[src/include/dcaa_pkg.sv]
package dcaa_pkg;
  // APB map, byte addresses
  localparam int ADDR_W = 8;
  localparam logic [7:0] OFF_CMD_TX = 8'h00;  // Command transmit register
  localparam logic [7:0] OFF_DMODE = 8'h04;   // D-channel mode register
  localparam logic [7:0] OFF_IFCTRL = 8'h08;  // Interface control register
  localparam logic [7:0] OFF_STATUS = 8'h0C;  // Read-only block state
  // Command transmit register fields
  localparam int CMD_BACREQ_BIT = 0;          // Bus-accessed request
  localparam int CMD_ADDR_LSB = 1;            // Arbitration address field
  localparam int CMD_CODE_LSB = 4;            // Command channel code
  localparam logic [7:0] CMD_RESET = 8'hFE;   // Address 7, no request
  // D-channel mode register fields
  localparam int DMODE_LTT_BIT = 3;           // Non-terminal frame in LT-T
  localparam logic [3:0] DMODE_RESET = 4'h0;
  // Interface control register: arbitration bus switched off
  localparam int IFC_TICOFF_BIT = 4;
  localparam logic [7:0] IFC_RESET = 8'h00;
  // Activation request codes, values arbitrary
  localparam logic [3:0] CODE_AR_HIGH = 4'h8;
  localparam logic [3:0] CODE_AR_LOW = 4'h9;
  // Serial frame geometry
  localparam logic [6:0] FRAME_LAST = 7'h5F;  // 96 bits per frame
  localparam logic [6:0] CH2_LAST_OCT = 7'h58; // First bit of last octet
  localparam logic [2:0] BAC_POS = 3'h5;      // Bus-accessed / stop-go bit
  localparam logic [2:0] IDLE_ADDR = 3'h7;
  localparam logic [1:0] FREE_FRAMES = 2'h2;  // Free frames before rearm
  // Echo ones needed at normal level per class, and counter ceiling
  localparam logic [3:0] NEED_C1 = 4'h8;
  localparam logic [3:0] NEED_C2 = 4'hA;
  localparam logic [3:0] ONES_MAX = 4'hF;
  // Arbitration states
  typedef enum logic [1:0] {ST_IDLE, ST_ARB, ST_OWN, ST_HOLD} dcaa_state_t;
endpackage : dcaa_pkg

[src/hw/dcaa_prio.sv]
`timescale 1ns/10ps
// Echo-ones priority counter for S-bus D-channel access
module dcaa_prio (
  input wire logic i_clock,
  input wire logic i_reset_n,
  input wire logic i_strobe,    // One echo bit per pulse
  input wire logic i_echo,      // Received echo bit
  input wire logic i_active,    // Collision detection enabled
  input wire logic i_class1,    // Signalling class selected
  input wire logic i_success,   // Own frame completed
  input wire logic i_collision, // Own frame aborted
  output logic o_go,            // Required ones reached
  output logic o_low_level      // Lower level of the class
);
  import dcaa_pkg::*;
  logic [3:0] ones_reg;         // Consecutive echo ones
  logic [3:0] need;             // Threshold for current level

  // Threshold: 8 or 10, one more at lower level
  always_comb begin
    need = i_class1 ? NEED_C1 : NEED_C2;
    if (o_low_level) begin
      need = need + 4'h1;
    end
  end

  // Count ones, restart on a zero or after an own frame
  always_ff @(posedge i_clock or negedge i_reset_n) begin
    if (!i_reset_n) begin
      ones_reg <= 4'h0;
    end else if (!i_active || i_success || i_collision) begin
      ones_reg <= 4'h0;
    end else if (i_strobe) begin
      if (!i_echo) begin
        ones_reg <= 4'h0;
      end else if (ones_reg != ONES_MAX) begin
        ones_reg <= ones_reg + 4'h1;
      end
    end
  end

  // Level drops after success, returns once lower count seen
  always_ff @(posedge i_clock or negedge i_reset_n) begin
    if (!i_reset_n) begin
      o_low_level <= 1'b0;
    end else if (i_success) begin
      o_low_level <= 1'b1;
    end else if (o_low_level && ones_reg >= need) begin
      o_low_level <= 1'b0;
    end
  end

  // Go flag, registered
  always_ff @(posedge i_clock or negedge i_reset_n) begin
    if (!i_reset_n) begin
      o_go <= 1'b0;
    end else begin
      o_go <= i_active && !i_success && !i_collision
              && ones_reg >= need;
    end
  end
endmodule : dcaa_prio

[src/hw/dcaa_top.sv]
// The implementer's own choices: the placing of the registers and register access over APB.
`timescale 1ns/10ps
module dcaa_top (
  input wire logic i_clock,
  input wire logic i_reset_n,
  // APB slave
  input wire logic i_psel,
  input wire logic i_penable,
  input wire logic i_pwrite,
  input wire logic [dcaa_pkg::ADDR_W-1:0] i_paddr,
  input wire logic [31:0] i_pwdata,
  output logic [31:0] o_prdata,
  output logic o_pready,
  output logic o_pslverr,
  // Serial terminal bus pins
  input wire logic i_frame_sync,
  input wire logic i_bit_clock,
  input wire logic i_upstream_data_line,
  output logic o_upstream_data_line,
  output logic o_upstream_data_line_oe,
  output logic o_downstream_data_line,
  output logic o_stop_go_output_pin,
  // HDLC controller side
  input wire logic i_hdlc_pending,  // Frame awaits transmission
  input wire logic i_hdlc_signal,   // Frame carries signalling
  input wire logic i_hdlc_bit,      // Next D bit to send
  input wire logic i_hdlc_done,     // Frame sent completely
  output logic o_hdlc_grant,        // Arbitration bus owned
  output logic o_hdlc_tx,           // D bits going to S-bus
  output logic o_collision,         // Frame aborted, one pulse
  // S-bus transceiver side, same clock
  input wire logic i_s_strobe,      // One D/E bit slot
  input wire logic i_s_echo,        // Received echo bit
  output logic o_s_dbit             // D bit to transmit
);
  import dcaa_pkg::*;

  logic [2:0] meta_reg;             // First synchroniser stage
  logic [2:0] sync_reg;             // fsc, dcl, upstream line
  logic dcl_last_reg;               // For edge detection
  logic [6:0] bit_idx_reg;          // Bit position in frame
  logic [7:0] cmd_reg;              // Command transmit register
  logic [3:0] dmode_reg;            // D-channel mode register
  logic [7:0] ifc_reg;              // Interface control register
  dcaa_state_t state_reg;           // Arbitration state
  logic [1:0] addr_left_reg;        // Address bit in flight
  logic [1:0] free_cnt_reg;         // Free frames seen in hold
  logic class1_reg;                 // High priority class chosen
  logic s_tx_reg;                   // Transmitting on S-bus
  logic prio_go;
  logic prio_low;
  logic coll_now;
  logic dcl_rise;
  logic dcl_fall;
  logic du_s;
  logic tic_on;
  logic col_on;
  logic tic_req;
  logic apb_setup;
  logic apb_done;
  logic [2:0] my_addr;
  logic [6:0] idx_next;             // Index of the bit now starting

  // Position of an index within the last channel-2 octet
  function automatic logic in_oct(input logic [6:0] idx);
    in_oct = idx >= CH2_LAST_OCT;
  endfunction : in_oct

  function automatic logic [2:0] oct_bit(input logic [6:0] idx);
    logic [6:0] d;
    d = idx - CH2_LAST_OCT;
    oct_bit = 3'h7 - d[2:0];
  endfunction : oct_bit

  assign dcl_rise = sync_reg[1] && !dcl_last_reg;
  assign dcl_fall = !sync_reg[1] && dcl_last_reg;
  assign du_s = sync_reg[2];
  // Slot that begins at this bit-clock rise; drives must use it
  assign idx_next = (sync_reg[0] || bit_idx_reg == FRAME_LAST) ? 7'h00
                    : bit_idx_reg + 7'h01;
  assign my_addr = cmd_reg[CMD_ADDR_LSB +: 3];
  assign tic_on = dmode_reg[2:1] == 2'b00
                  && !ifc_reg[IFC_TICOFF_BIT];
  assign col_on = dmode_reg[2] == 1'b0 && dmode_reg[0];
  assign tic_req = cmd_reg[CMD_BACREQ_BIT] || i_hdlc_pending;
  assign coll_now = s_tx_reg && i_s_strobe && col_on
                    && (i_s_echo != o_s_dbit);
  assign apb_setup = i_psel && i_penable && !o_pready;
  assign apb_done = i_psel && i_penable && o_pready;

  // Two-flop synchronisers for pins
  always_ff @(posedge i_clock or negedge i_reset_n) begin
    if (!i_reset_n) begin
      // Idle interface levels: sync high, bit clock low, line high
      meta_reg <= 3'h5;
      sync_reg <= 3'h5;
      dcl_last_reg <= 1'b0;
    end else begin
      meta_reg <= {i_upstream_data_line, i_bit_clock, i_frame_sync};
      sync_reg <= meta_reg;
      dcl_last_reg <= sync_reg[1];
    end
  end

  // Bit index: frame sync at a rising bit clock marks bit 0
  always_ff @(posedge i_clock or negedge i_reset_n) begin
    if (!i_reset_n) begin
      bit_idx_reg <= FRAME_LAST;
    end else if (dcl_rise) begin
      bit_idx_reg <= idx_next;
    end
  end

  // APB: one wait state, then answer
  always_ff @(posedge i_clock or negedge i_reset_n) begin
    if (!i_reset_n) begin
      o_pready <= 1'b0;
      o_prdata <= 32'h0000_0000;
      o_pslverr <= 1'b0;
    end else begin
      o_pready <= apb_setup;
      if (apb_setup) begin
        o_pslverr <= 1'b0;
        o_prdata <= 32'h0000_0000;
        if (i_paddr == OFF_CMD_TX) begin
          o_prdata <= {24'h000000, cmd_reg};
        end else if (i_paddr == OFF_DMODE) begin
          o_prdata <= {28'h0000000, dmode_reg};
        end else if (i_paddr == OFF_IFCTRL) begin
          o_prdata <= {24'h000000, ifc_reg};
        end else if (i_paddr == OFF_STATUS) begin
          o_prdata <= {22'h000000, free_cnt_reg, prio_low, prio_go,
                       s_tx_reg, o_stop_go_output_pin, state_reg,
                       o_hdlc_grant, o_hdlc_tx};
        end else begin
          o_pslverr <= 1'b1;
        end
      end
    end
  end

  // Register writes at the completing access edge
  always_ff @(posedge i_clock or negedge i_reset_n) begin
    if (!i_reset_n) begin
      cmd_reg <= CMD_RESET;
      dmode_reg <= DMODE_RESET;
      ifc_reg <= IFC_RESET;
    end else if (apb_done && i_pwrite) begin
      if (i_paddr == OFF_CMD_TX) begin
        cmd_reg <= i_pwdata[7:0];
      end else if (i_paddr == OFF_DMODE) begin
        dmode_reg <= i_pwdata[3:0];
      end else if (i_paddr == OFF_IFCTRL) begin
        ifc_reg <= i_pwdata[7:0];
      end
    end
  end

  // Priority class follows the activation request code
  always_ff @(posedge i_clock or negedge i_reset_n) begin
    if (!i_reset_n) begin
      class1_reg <= 1'b1;
    end else if (cmd_reg[CMD_CODE_LSB +: 4] == CODE_AR_HIGH) begin
      class1_reg <= 1'b1;
    end else if (cmd_reg[CMD_CODE_LSB +: 4] == CODE_AR_LOW) begin
      class1_reg <= 1'b0;
    end
  end

  // Arbitration state, sampled at the falling bit clock
  always_ff @(posedge i_clock or negedge i_reset_n) begin
    if (!i_reset_n) begin
      state_reg <= ST_IDLE;
      addr_left_reg <= 2'h0;
      free_cnt_reg <= 2'h0;
    end else if (!tic_on) begin
      state_reg <= ST_IDLE;
      free_cnt_reg <= 2'h0;
    end else if (dcl_fall && in_oct(bit_idx_reg)) begin
      case (state_reg)
        ST_IDLE: begin
          if (oct_bit(bit_idx_reg) == BAC_POS && tic_req && du_s) begin
            state_reg <= ST_ARB;
            addr_left_reg <= 2'h2;
          end else if (oct_bit(bit_idx_reg) == 3'h0 && !tic_req
                       && my_addr == IDLE_ADDR && du_s) begin
            state_reg <= ST_ARB;
            addr_left_reg <= 2'h0;
          end
        end
        ST_ARB: begin
          if (oct_bit(bit_idx_reg) <= 3'h2) begin
            if (my_addr[addr_left_reg] && !du_s) begin
              state_reg <= ST_IDLE;
            end else if (addr_left_reg == 2'h0) begin
              state_reg <= ST_OWN;
            end else begin
              addr_left_reg <= addr_left_reg - 2'h1;
            end
          end
        end
        ST_OWN: begin
          if (oct_bit(bit_idx_reg) == BAC_POS && !tic_req) begin
            // Default owner yields only when another seizes the flag
            if (my_addr != IDLE_ADDR) begin
              state_reg <= ST_HOLD;
              free_cnt_reg <= 2'h0;
            end else if (!du_s) begin
              state_reg <= ST_IDLE;
            end
          end
        end
        ST_HOLD: begin
          if (oct_bit(bit_idx_reg) == BAC_POS) begin
            if (!du_s) begin
              free_cnt_reg <= 2'h0;
            end else if (free_cnt_reg + 2'h1 == FREE_FRAMES) begin
              state_reg <= ST_IDLE;
            end else begin
              free_cnt_reg <= free_cnt_reg + 2'h1;
            end
          end
        end
        default: begin
          state_reg <= ST_IDLE;
        end
      endcase
    end
  end

  // Upstream drive at the rising bit clock: zeros only
  always_ff @(posedge i_clock or negedge i_reset_n) begin
    if (!i_reset_n) begin
      o_upstream_data_line <= 1'b1;
      o_upstream_data_line_oe <= 1'b0;
    end else if (dcl_rise) begin
      o_upstream_data_line <= 1'b1;
      o_upstream_data_line_oe <= 1'b0;
      if (tic_on && in_oct(idx_next)) begin
        if (state_reg == ST_OWN && !tic_req) begin
          o_upstream_data_line_oe <= 1'b0;
        end else if (state_reg == ST_OWN
                     && oct_bit(idx_next) == BAC_POS) begin
          o_upstream_data_line <= 1'b0;
          o_upstream_data_line_oe <= 1'b1;
        end else if (state_reg == ST_ARB && addr_left_reg != 2'h0
                     && oct_bit(idx_next) == {1'b0, addr_left_reg}
                     && !my_addr[addr_left_reg]) begin
          o_upstream_data_line <= 1'b0;
          o_upstream_data_line_oe <= 1'b1;
        end else if (state_reg == ST_ARB && addr_left_reg == 2'h0
                     && oct_bit(idx_next) == 3'h0
                     && !my_addr[0]) begin
          o_upstream_data_line <= 1'b0;
          o_upstream_data_line_oe <= 1'b1;
        end
      end
    end
  end

  // Downstream stop/go slot, ones elsewhere
  always_ff @(posedge i_clock or negedge i_reset_n) begin
    if (!i_reset_n) begin
      o_downstream_data_line <= 1'b1;
    end else if (dcl_rise) begin
      if (in_oct(idx_next) && oct_bit(idx_next) == BAC_POS
          && col_on && !dmode_reg[DMODE_LTT_BIT]) begin
        o_downstream_data_line <= o_stop_go_output_pin;
      end else begin
        o_downstream_data_line <= 1'b1;
      end
    end
  end

  // Stop/go level: one is stop, zero is go
  always_ff @(posedge i_clock or negedge i_reset_n) begin
    if (!i_reset_n) begin
      o_stop_go_output_pin <= 1'b1;
    end else begin
      o_stop_go_output_pin <= !(prio_go || s_tx_reg);
    end
  end

  // S-bus transmit: start on go, stop on collision or end
  always_ff @(posedge i_clock or negedge i_reset_n) begin
    if (!i_reset_n) begin
      s_tx_reg <= 1'b0;
      o_s_dbit <= 1'b1;
      o_collision <= 1'b0;
    end else begin
      o_collision <= coll_now;
      if (coll_now || i_hdlc_done || !i_hdlc_pending) begin
        s_tx_reg <= 1'b0;
        o_s_dbit <= 1'b1;
      end else if (i_s_strobe && s_tx_reg) begin
        o_s_dbit <= i_hdlc_bit;
      end else if (i_s_strobe && prio_go
                   && (o_hdlc_grant || !tic_on)) begin
        s_tx_reg <= 1'b1;
        o_s_dbit <= i_hdlc_bit;
      end
    end
  end

  // Grant and transmit flags toward the HDLC controller
  always_ff @(posedge i_clock or negedge i_reset_n) begin
    if (!i_reset_n) begin
      o_hdlc_grant <= 1'b0;
      o_hdlc_tx <= 1'b0;
    end else begin
      o_hdlc_grant <= state_reg == ST_OWN;
      o_hdlc_tx <= s_tx_reg;
    end
  end

  // Echo-ones priority counter
  dcaa_prio u_prio (
    .i_clock(i_clock),
    .i_reset_n(i_reset_n),
    .i_strobe(i_s_strobe && !s_tx_reg),
    .i_echo(i_s_echo),
    .i_active(col_on),
    .i_class1(class1_reg || i_hdlc_signal),
    .i_success(i_hdlc_done && s_tx_reg),
    .i_collision(coll_now),
    .o_go(prio_go),
    .o_low_level(prio_low)
  );

  oe_zero_a: assert property (@(posedge i_clock) disable iff (!i_reset_n)
    o_upstream_data_line_oe |-> !o_upstream_data_line)
    else $error("Upstream driven high");
  tic_off_a: assert property (@(posedge i_clock) disable iff (!i_reset_n)
    !tic_on |=> state_reg == ST_IDLE)
    else $error("Arbitration while disabled");
  lose_stop_a: assert property (@(posedge i_clock)
    disable iff (!i_reset_n)
    tic_on && dcl_fall && state_reg == ST_ARB && in_oct(bit_idx_reg)
    && oct_bit(bit_idx_reg) <= 3'h2 && my_addr[addr_left_reg] && !du_s
    |=> state_reg == ST_IDLE)
    else $error("Lost arbitration not withdrawn");
  own_bac_a: assert property (@(posedge i_clock) disable iff (!i_reset_n)
    tic_on && tic_req && state_reg == ST_OWN && dcl_rise
    && in_oct(idx_next) && oct_bit(idx_next) == BAC_POS
    |=> o_upstream_data_line_oe && !o_upstream_data_line)
    else $error("Bus-accessed flag not held");
  hold_two_a: assert property (@(posedge i_clock) disable iff (!i_reset_n)
    $rose(state_reg == ST_IDLE) && $past(state_reg) == ST_HOLD
    |-> $past(free_cnt_reg) == 2'h1 && $past(du_s))
    else $error("Rearmed too early");
  coll_stop_a: assert property (@(posedge i_clock) disable iff (!i_reset_n)
    coll_now |=> !s_tx_reg && o_s_dbit && o_collision)
    else $error("Collision not handled");
  go_start_a: assert property (@(posedge i_clock) disable iff (!i_reset_n)
    $rose(s_tx_reg) |-> $past(prio_go))
    else $error("Transmit before enough ones");
  sg_level_a: assert property (@(posedge i_clock) disable iff (!i_reset_n)
    s_tx_reg |=> !o_stop_go_output_pin)
    else $error("Stop shown while sending");
  sg_slot_a: assert property (@(posedge i_clock) disable iff (!i_reset_n)
    dcl_rise && dmode_reg[DMODE_LTT_BIT] |=> o_downstream_data_line)
    else $error("Stop/go on line in LT-T");
endmodule : dcaa_top

[config.mk]
export PLATFORM = sky130hd
export DESIGN_NAME = dcaa_top
export DESIGN_NICKNAME = d
export VERILOG_FILES = /design/src/include/dcaa_pkg.sv /design/src/hw/dcaa_prio.sv /design/src/hw/dcaa_top.sv
export SDC_FILE = /design/constraint.sdc
export NUM_CORES = 1
export LEC_CHECK = 0
export ABC_AREA = 1
export BUFFER_PORTS_ARGS = -buffer_cell sky130_fd_sc_hd__clkbuf_2
export CELL_PAD_IN_SITES_DETAIL_PLACEMENT = 2
export CELL_PAD_IN_SITES_GLOBAL_PLACEMENT = 2
export CORE_UTILIZATION = 25
export CTS_BUF_LIST = sky130_fd_sc_hd__clkbuf_16
export DETAILED_ROUTE_END_ITERATION = 10
export MAX_ROUTING_LAYER = met4
export PLACE_DENSITY_LB_ADDON = 0.08
export SETUP_SLACK_MARGIN = 0.1
export SYNTH_ARGS = -nofsm -noshare
export SYNTH_HDL_FRONTEND = slang
export SYNTH_SLANG_ARGS = --single-unit
[constraint.sdc]
create_clock -name i_clock -period 5.8 [get_ports i_clock]
set_clock_uncertainty 0.2 [all_clocks]
set_input_delay 1.16 -clock i_clock [delete_from_list [all_inputs] [get_ports i_clock]]
set_output_delay 1.16 -clock i_clock [all_outputs]
set_load 0.02 [all_outputs]
Yosys cells after proc, flatten, opt, wreduce, memory -nomap -nowiden
Cells that the tools add are included.
{"block": "word_totals", "regBits": 90, "out_inout_bits": 42, "elab_cells": 229, "in_bits": 54}
{"block": "op_classes", "bitwise_logic": 3, "n_eq_ne": 35, "muxes": 66, "order_cmp": 5, "n_reduce_logical": 85, "n_addsub": 9}
{"cell": "2-bit two-way mux", "count": 26}
{"cell": "10-bit two-way mux", "count": 4}
{"cell": "1-bit logical AND", "count": 39}
{"cell": "1-bit two-way mux", "count": 26}
{"cell": "3-bit inequality test (second input constant)", "count": 8}
{"cell": "4-bit two-way mux", "count": 5}
{"cell": "4-bit inequality test (second input constant)", "count": 5}
{"cell": "8-bit by 4-bit == test with 1-bit output (second input constant)", "count": 2}
{"cell": "1-bit zero test", "count": 16}
{"cell": "7-bit >= comparator (second input constant)", "count": 2}
{"cell": "2-bit nonzero test", "count": 6}
{"cell": "3-bit == test (second input constant)", "count": 3}
{"cell": "1-bit logical OR", "count": 9}
{"cell": "9-bit AND reduction", "count": 1}
{"cell": "4-bit by 1-bit adder with 4-bit output (second input constant)", "count": 2}
{"cell": "4-bit == test (second input constant)", "count": 2}
{"cell": "8-bit by 3-bit == test with 1-bit output (second input constant)", "count": 1}
{"cell": "8-bit zero test", "count": 1}
{"cell": "2-bit case mux with 2 select lines", "count": 2}
{"cell": "2-bit case mux with 4 select lines", "count": 1}
{"cell": "7-bit by 1-bit adder with 7-bit output (second input constant)", "count": 1}
{"cell": "7-bit == test (second input constant)", "count": 1}
{"cell": "7-bit two-way mux", "count": 1}
{"cell": "7-bit AND reduction", "count": 1}
{"cell": "other kinds (23)", "count": 38}

Logic depth before layout (Yosys ltp)
{"block": "depth", "depth_word": 13, "mapped_depth": 14, "ltp_nobuf": 14}

Hierarchy
Synthesis repeated with hierarchy kept, for this count alone.
{"block": "unflattened", "hier_cells": 471, "hier_area_um2": 3783.6}
{"mod": "dcaa_top", "area_per_inst_um2": 3408.3, "seq_area_each_um2": 1579.0, "cells_per_inst": 418, "instances": 1}
{"mod": "dcaa_prio", "area_per_inst_um2": 375.4, "seq_area_each_um2": 150.1, "cells_per_inst": 53, "instances": 1}

Worst setup path before layout
OpenSTA, ideal clock, no wires.
{"block": "synth_path", "path_type": "input to register", "start": "input i_paddr[1] in the netlist's numbering", "end": "register cmd_reg[6]", "arrival_ns": 2.246, "n_path_buf": 1, "t_required_ns": 5.524, "setup_ns": 0.076, "setup_slack_ns": 3.278, "stages": 8, "path_cell_list": "or2_4 -> nor3_4 -> inv_2 -> nor2_8 -> nand2_4 -> buf_6 -> nand2_2 -> o21ai_2"}
{"block": "synth_via", "elab_chain_len": 2}
{"element": "start: declaration", "line_no": "dcaa_top.sv:10", "source": "input wire logic [dcaa_pkg::ADDR_W-1:0] i_paddr,"}
{"element": "8-bit zero test", "line_no": "dcaa_top.sv:149", "source": "if (i_paddr == OFF_CMD_TX) begin"}
{"element": "2-bit AND reduction (no source line)"}
{"element": "end signal: assignment", "line_no": "dcaa_top.sv:150", "source": "cmd_reg <= i_pwdata[7:0];"}
{"element": "end: declaration", "line_no": "dcaa_top.sv:42", "source": "logic [7:0] cmd_reg;"}
No other way between the ends.
A chain may end at the register's enable or synchronous reset.

Final worst setup path
{"block": "layout_path", "start": "input i_paddr[1] in the netlist's numbering", "end": "register o_prdata[3]"}
{"block": "layout_via", "elab_chain_len": 5, "elab_cells_between_ends": 8, "cone_classes": "3 x eq/ne; 4 x mux; 1 x reduce/logical"}
{"element": "8-bit by 4-bit == test with 1-bit output", "line_no": "dcaa_top.sv:131", "source": "end else if (i_paddr == OFF_STATUS) begin"}
{"element": "10-bit two-way mux", "line_no": "dcaa_top.sv:131"}
{"element": "10-bit two-way mux", "line_no": "dcaa_top.sv:129", "source": "end else if (i_paddr == OFF_IFCTRL) begin"}
{"element": "10-bit two-way mux", "line_no": "dcaa_top.sv:127", "source": "end else if (i_paddr == OFF_DMODE) begin"}
{"element": "10-bit two-way mux *", "line_no": "dcaa_top.sv:125", "source": "if (i_paddr == OFF_CMD_TX) begin"}
{"element": "end signal: assignment", "line_no": "dcaa_top.sv:126", "source": "o_prdata <= {24'h000000, cmd_reg};"}
{"element": "end signal: assignment", "line_no": "dcaa_top.sv:128", "source": "o_prdata <= {28'h0000000, dmode_reg};"}
{"element": "end signal: assignment", "line_no": "dcaa_top.sv:130", "source": "o_prdata <= {24'h000000, ifc_reg};"}
{"element": "end: declaration", "line_no": "dcaa_top.sv:12", "source": "output logic [31:0] o_prdata,"}
Every way passes the cells marked *; elsewhere a longest branch is shown, timed or not.

==> results.md <==
- Dominant cells by area after synthesis: sky130_fd_sc_hd__dfrtp_1 (31%), sky130_fd_sc_hd__dfstp_2 (16%), sky130_fd_sc_hd__nand2_1 (11%), sky130_fd_sc_hd__inv_1 (5.4%), sky130_fd_sc_hd__buf_4 (4.5%)
- Kind of critical path: in -> reg
- Final core utilization: 30.70%
- Router iterations before antenna repair: 4
- Ratio of routed vias to standard cells: 4.568
- Final-report setup violation count: 0
- Total non-filler cell area in the finished layout: 0.004328 mm^2
- Share of the yosys chip area belonging to registers: 47.14%
- Met2 routing resource usage after global routing: 25.59%
- Number of inserted filler cells in the final layout: 1,659
- Initial core utilization: 26.03%
- Max frequency: 369.6 MHz
- Cell Chain, Critical Path: clkbuf_2 -> or2_4 -> nor4_2 -> nand2_1 -> a41oi_1
- DP Worst Slack: 2.720 ns
- Crit-path max cell delay: 0.91 ns
- Number of antenna violations at the first check in global routing: 0
- Total number of vias: 3,097
- Top flip-flop cell by instance count after synthesis: sky130_fd_sc_hd__dfrtp_1
- Area of the mapped netlist: 0.003669 mm^2
- Number of port buffers: 49
- CP Data Arrival Time: 2.77 ns
- Area share of the leading cell type in the synthesized netlist: 31.38%
- Final net count: 557
- Met1 Resource Use GR: 21.19%
- Largest buffer count on any clock path: 2
- Post-synthesis mux area share: 0.3070%
- Total number of clock tree sinks: 68
- Remaining number of nets flagged by the antenna check after routing: 0
- Total power density per cell area: 274.8 mW/mm^2
- Worst relative slew slack: 25.01%
- Run status: complete, no violations
- Drt first-iter violations: 83
- Rows: 43
- Final worst setup slack: 3.095 ns
- Syn. warnings: 0
- Die area: 0.01516 mm^2
- Wire length of the first global-routing pass: 17,970 um
- Ratio of final minimum period to clock period: 46.65%
- Number of buffers inserted by hold repair at cts: 0
- DRC violation count after routing: 0
- Cell with the most instances after synthesis: sky130_fd_sc_hd__nand2_1
- Number of max-cap violations: 0
- Final-report hold violation count: 0
- HPWL reported at the end of detailed placement: 8085 um
- Launching element type of the critical path: input port
- Count of buffers added by post-CTS timing repair for setup: 0
- Standard cell core area: 0.01410 mm^2
- Post-synthesis cell type count: 44
- Horizontal die dimension: 123.1 um
- Clock period minus worst slack: 2.705 ns
- Count of flip-flops with a built-in enable after synthesis: 0
- Fraction of synthesis flops using an asynchronous set or reset pin: 100.0%
- Flip-flop count of the largest register after layout: 10
- Die height: 123.1 um
- Top cells by count, synth: sky130_fd_sc_hd__nand2_1 (105), sky130_fd_sc_hd__inv_1 (53), sky130_fd_sc_hd__dfrtp_1 (46)
- Total CTS buffers: 9
- Max stage delay cell, worst path: sky130_fd_sc_hd__nor4_2
- Worst-case vdd ir drop: 0.1368 mV
- Worst-margin pin slew: 1.116 ns
- Fraction of synthesized cell area in xor and xnor cells: 0.4775%
- Share of layout cells above drive strength 1: 22.09%
- Complex-gate fraction of the synthesized area: 13.34%
- Layout area overhead: 17.97%
- Internal Pwr Total: 863.9 uW
- Critical path capture point type: flop
- Total GRT Usage: 16.43%
- Min-delay worst type: reg -> reg
- Vias in the first global route: 3,358
- Post-Synth Simple-Gate Area: 24.22%
- Post-Synthesis Mean Instance Area: 8.357 um^2
- CTS tree: yes
- Final Max Tran Viols: 0
- Switching component of the power: 325.5 uW
- Flip-flop and latch count after synthesis: 68
- Switching share of power: 27.37%
- Antenna diode instance count: 0
- Clock Tree Root: sky130_fd_sc_hd__clkbuf_16
- Lkg Pwr: 2.024 nW
- Clock latency reported for the late side of the worst-skew pair: 0.35 ns
- Clk pin slew, worst setup/hold paths: 0.06 ns
- Synth area leader: sky130_fd_sc_hd__dfrtp_1
- Cts repair resizes: 0
- Critical-path maximum fanout: 9
- Relative contribution of combinational cells to total power: 9.6%
- Depth of the CTS H-tree: 3
- Post-place instance area: 0.004028 mm^2
- Routing layer with the top usage in global route: met2
- Adder and majority gate portion of the synthesized area: 3.411%
- Global-route track usage on met3: 4.428%
- Average wire length per cell after detail routing: 15.88 um
- Final total negative setup slack: 0 ns
- I/O pin count: 96
- Maximum number of pins on one net before global-route repair: 43
- Number of standard cells after synthesis: 439
- Main combinational cell family by area after synthesis: simple AND/OR/NAND/NOR gates
- Total length of routed wires: 10,770 um
- Fraction of power consumed by the clock network: 47.3%
- Overflow left after global routing: 0
- RD Place Congestion: 0.7570
- Critical Path RT: 5.86 ns
- Setup repair after global routing missed its margin: no
- Relative contribution of sequential cells to total power: 43.0%
worst paths after layout:
kind	end	cells after the start	slack, ns	start
worst max-delay path	o_prdata[3]$_DFFE_PN0P_	5	3.09	i_paddr[1]
worst min-delay path	sync_reg[2]$_DFF_PN1_	0	0.16	meta_reg[2]$_DFF_PN1_
worst max register to register	o_upstream_data_line_oe$_DFFE_PN0P_	14	3.50	bit_idx_reg[1]$_DFFE_PN1P_
worst min register to register	sync_reg[2]$_DFF_PN1_	0	0.16	meta_reg[2]$_DFF_PN1_
max in group asynchronous	meta_reg[0]$_DFF_PN1_	2	3.73	i_reset_n
min in group asynchronous	o_pslverr$_DFFE_PN0P_	1	0.64	i_reset_n
placed cells by master, fill, tap and decap left out, types with 2 or more instances in the layout:
| master | netlist | layout |
|---|---|---|
| sky130_fd_sc_hd__o22ai_1 | 2 | 2 |
| sky130_fd_sc_hd__conb_1 | 1 | 22 |
| sky130_fd_sc_hd__o31ai_1 | 3 | 3 |
| sky130_fd_sc_hd__dfstp_2 | 22 | 22 |
| sky130_fd_sc_hd__nand2_2 | 2 | 2 |
| sky130_fd_sc_hd__o21ai_2 | 8 | 8 |
| sky130_fd_sc_hd__nand2_1 | 105 | 105 |
| sky130_fd_sc_hd__nand3_1 | 22 | 22 |
| sky130_fd_sc_hd__ha_1 | 10 | 10 |
| sky130_fd_sc_hd__dfrtp_1 | 46 | 46 |
| sky130_fd_sc_hd__nor3_4 | 3 | 3 |
| sky130_fd_sc_hd__a22oi_1 | 3 | 3 |
| sky130_fd_sc_hd__inv_6 | 0 | 2 |
| sky130_fd_sc_hd__clkbuf_2 | 0 | 48 |
| sky130_fd_sc_hd__o21ai_0 | 30 | 30 |
| sky130_fd_sc_hd__nand4_1 | 10 | 10 |
| sky130_fd_sc_hd__a41oi_1 | 3 | 3 |
| sky130_fd_sc_hd__inv_1 | 53 | 53 |
| sky130_fd_sc_hd__clkbuf_16 | 0 | 9 |
| sky130_fd_sc_hd__nor2_2 | 2 | 2 |
| sky130_fd_sc_hd__nor3_1 | 5 | 5 |
| sky130_fd_sc_hd__clkinvlp_4 | 0 | 3 |
| sky130_fd_sc_hd__nor2_1 | 36 | 36 |
| sky130_fd_sc_hd__a21oi_1 | 15 | 15 |
| sky130_fd_sc_hd__nand3b_1 | 2 | 2 |
| sky130_fd_sc_hd__o21bai_1 | 2 | 2 |
| sky130_fd_sc_hd__a31oi_1 | 9 | 9 |
logic make-up after synthesis:
logic type                 count (synthesis)
other                                      1
AOI/OAI and AO/OA                         80
buffers and inverters                     83
muxes                                      1
adders and majority gates                 10
DFF                                       68
and+or+nand+nor                          194
xor gates and xnor gates                   2
routing by layer:
layer	up-vias	part of all wire (%)
met5	-	0
met4	0	0.99
met3	8	3.3
met2	40	48
met1	1538	47
li1	1511	-
final cells by class:
class	count	area (um^2)	area share (%)
tap	180	225.2	5.204
sequential	68	1729	39.95
timing repair buffer	50	252.7	5.840
clock inverter	7	75.07	1.735
inverter	55	206.4	4.770
multi-input combinational	309	1614	37.29
clock buffer	9	225.2	5.204
power groups by stage:
| stage | clock (mW) | sequential (mW) | combinational (mW) |
|---|---|---|---|
| 6_report | 0.563 | 0.512 | 0.115 |
| 5_1_grt | 0.605 | 0.514 | 0.130 |
| 3_3_place_gp | 0 | 0.520 | 0.114 |
| 2_1_floorplan | 0 | 0.527 | 0.0687 |
| 3_5_place_dp | 0 | 0.520 | 0.117 |
| 4_1_cts | 0.584 | 0.512 | 0.118 |
worst max-delay path, delay by kind of cell:
family,cells,cell delay [ns]
AND/OR/NAND/NOR,3,1.30
AO/OA/AOI/OAI,1,0.23
buffers and inverters,1,0.08
metrics by stage:
| stage | power [mW] | hold slack, ns | cells |
|---|---|---|---|
| after floorplan | 0.5956 | 0.1312 | 460 |
| after global placement | 0.6336 | 0.1362 | 662 |
| after detailed placement | 0.6374 | 0.1493 | 662 |
| after CTS | 1.214 | 0.1615 | 678 |
| after global routing | 1.250 | 0.1621 | 678 |
| final | 1.189 | 0.1579 | 678 |
Note: power is estimated with default switching activity, not from simulation.
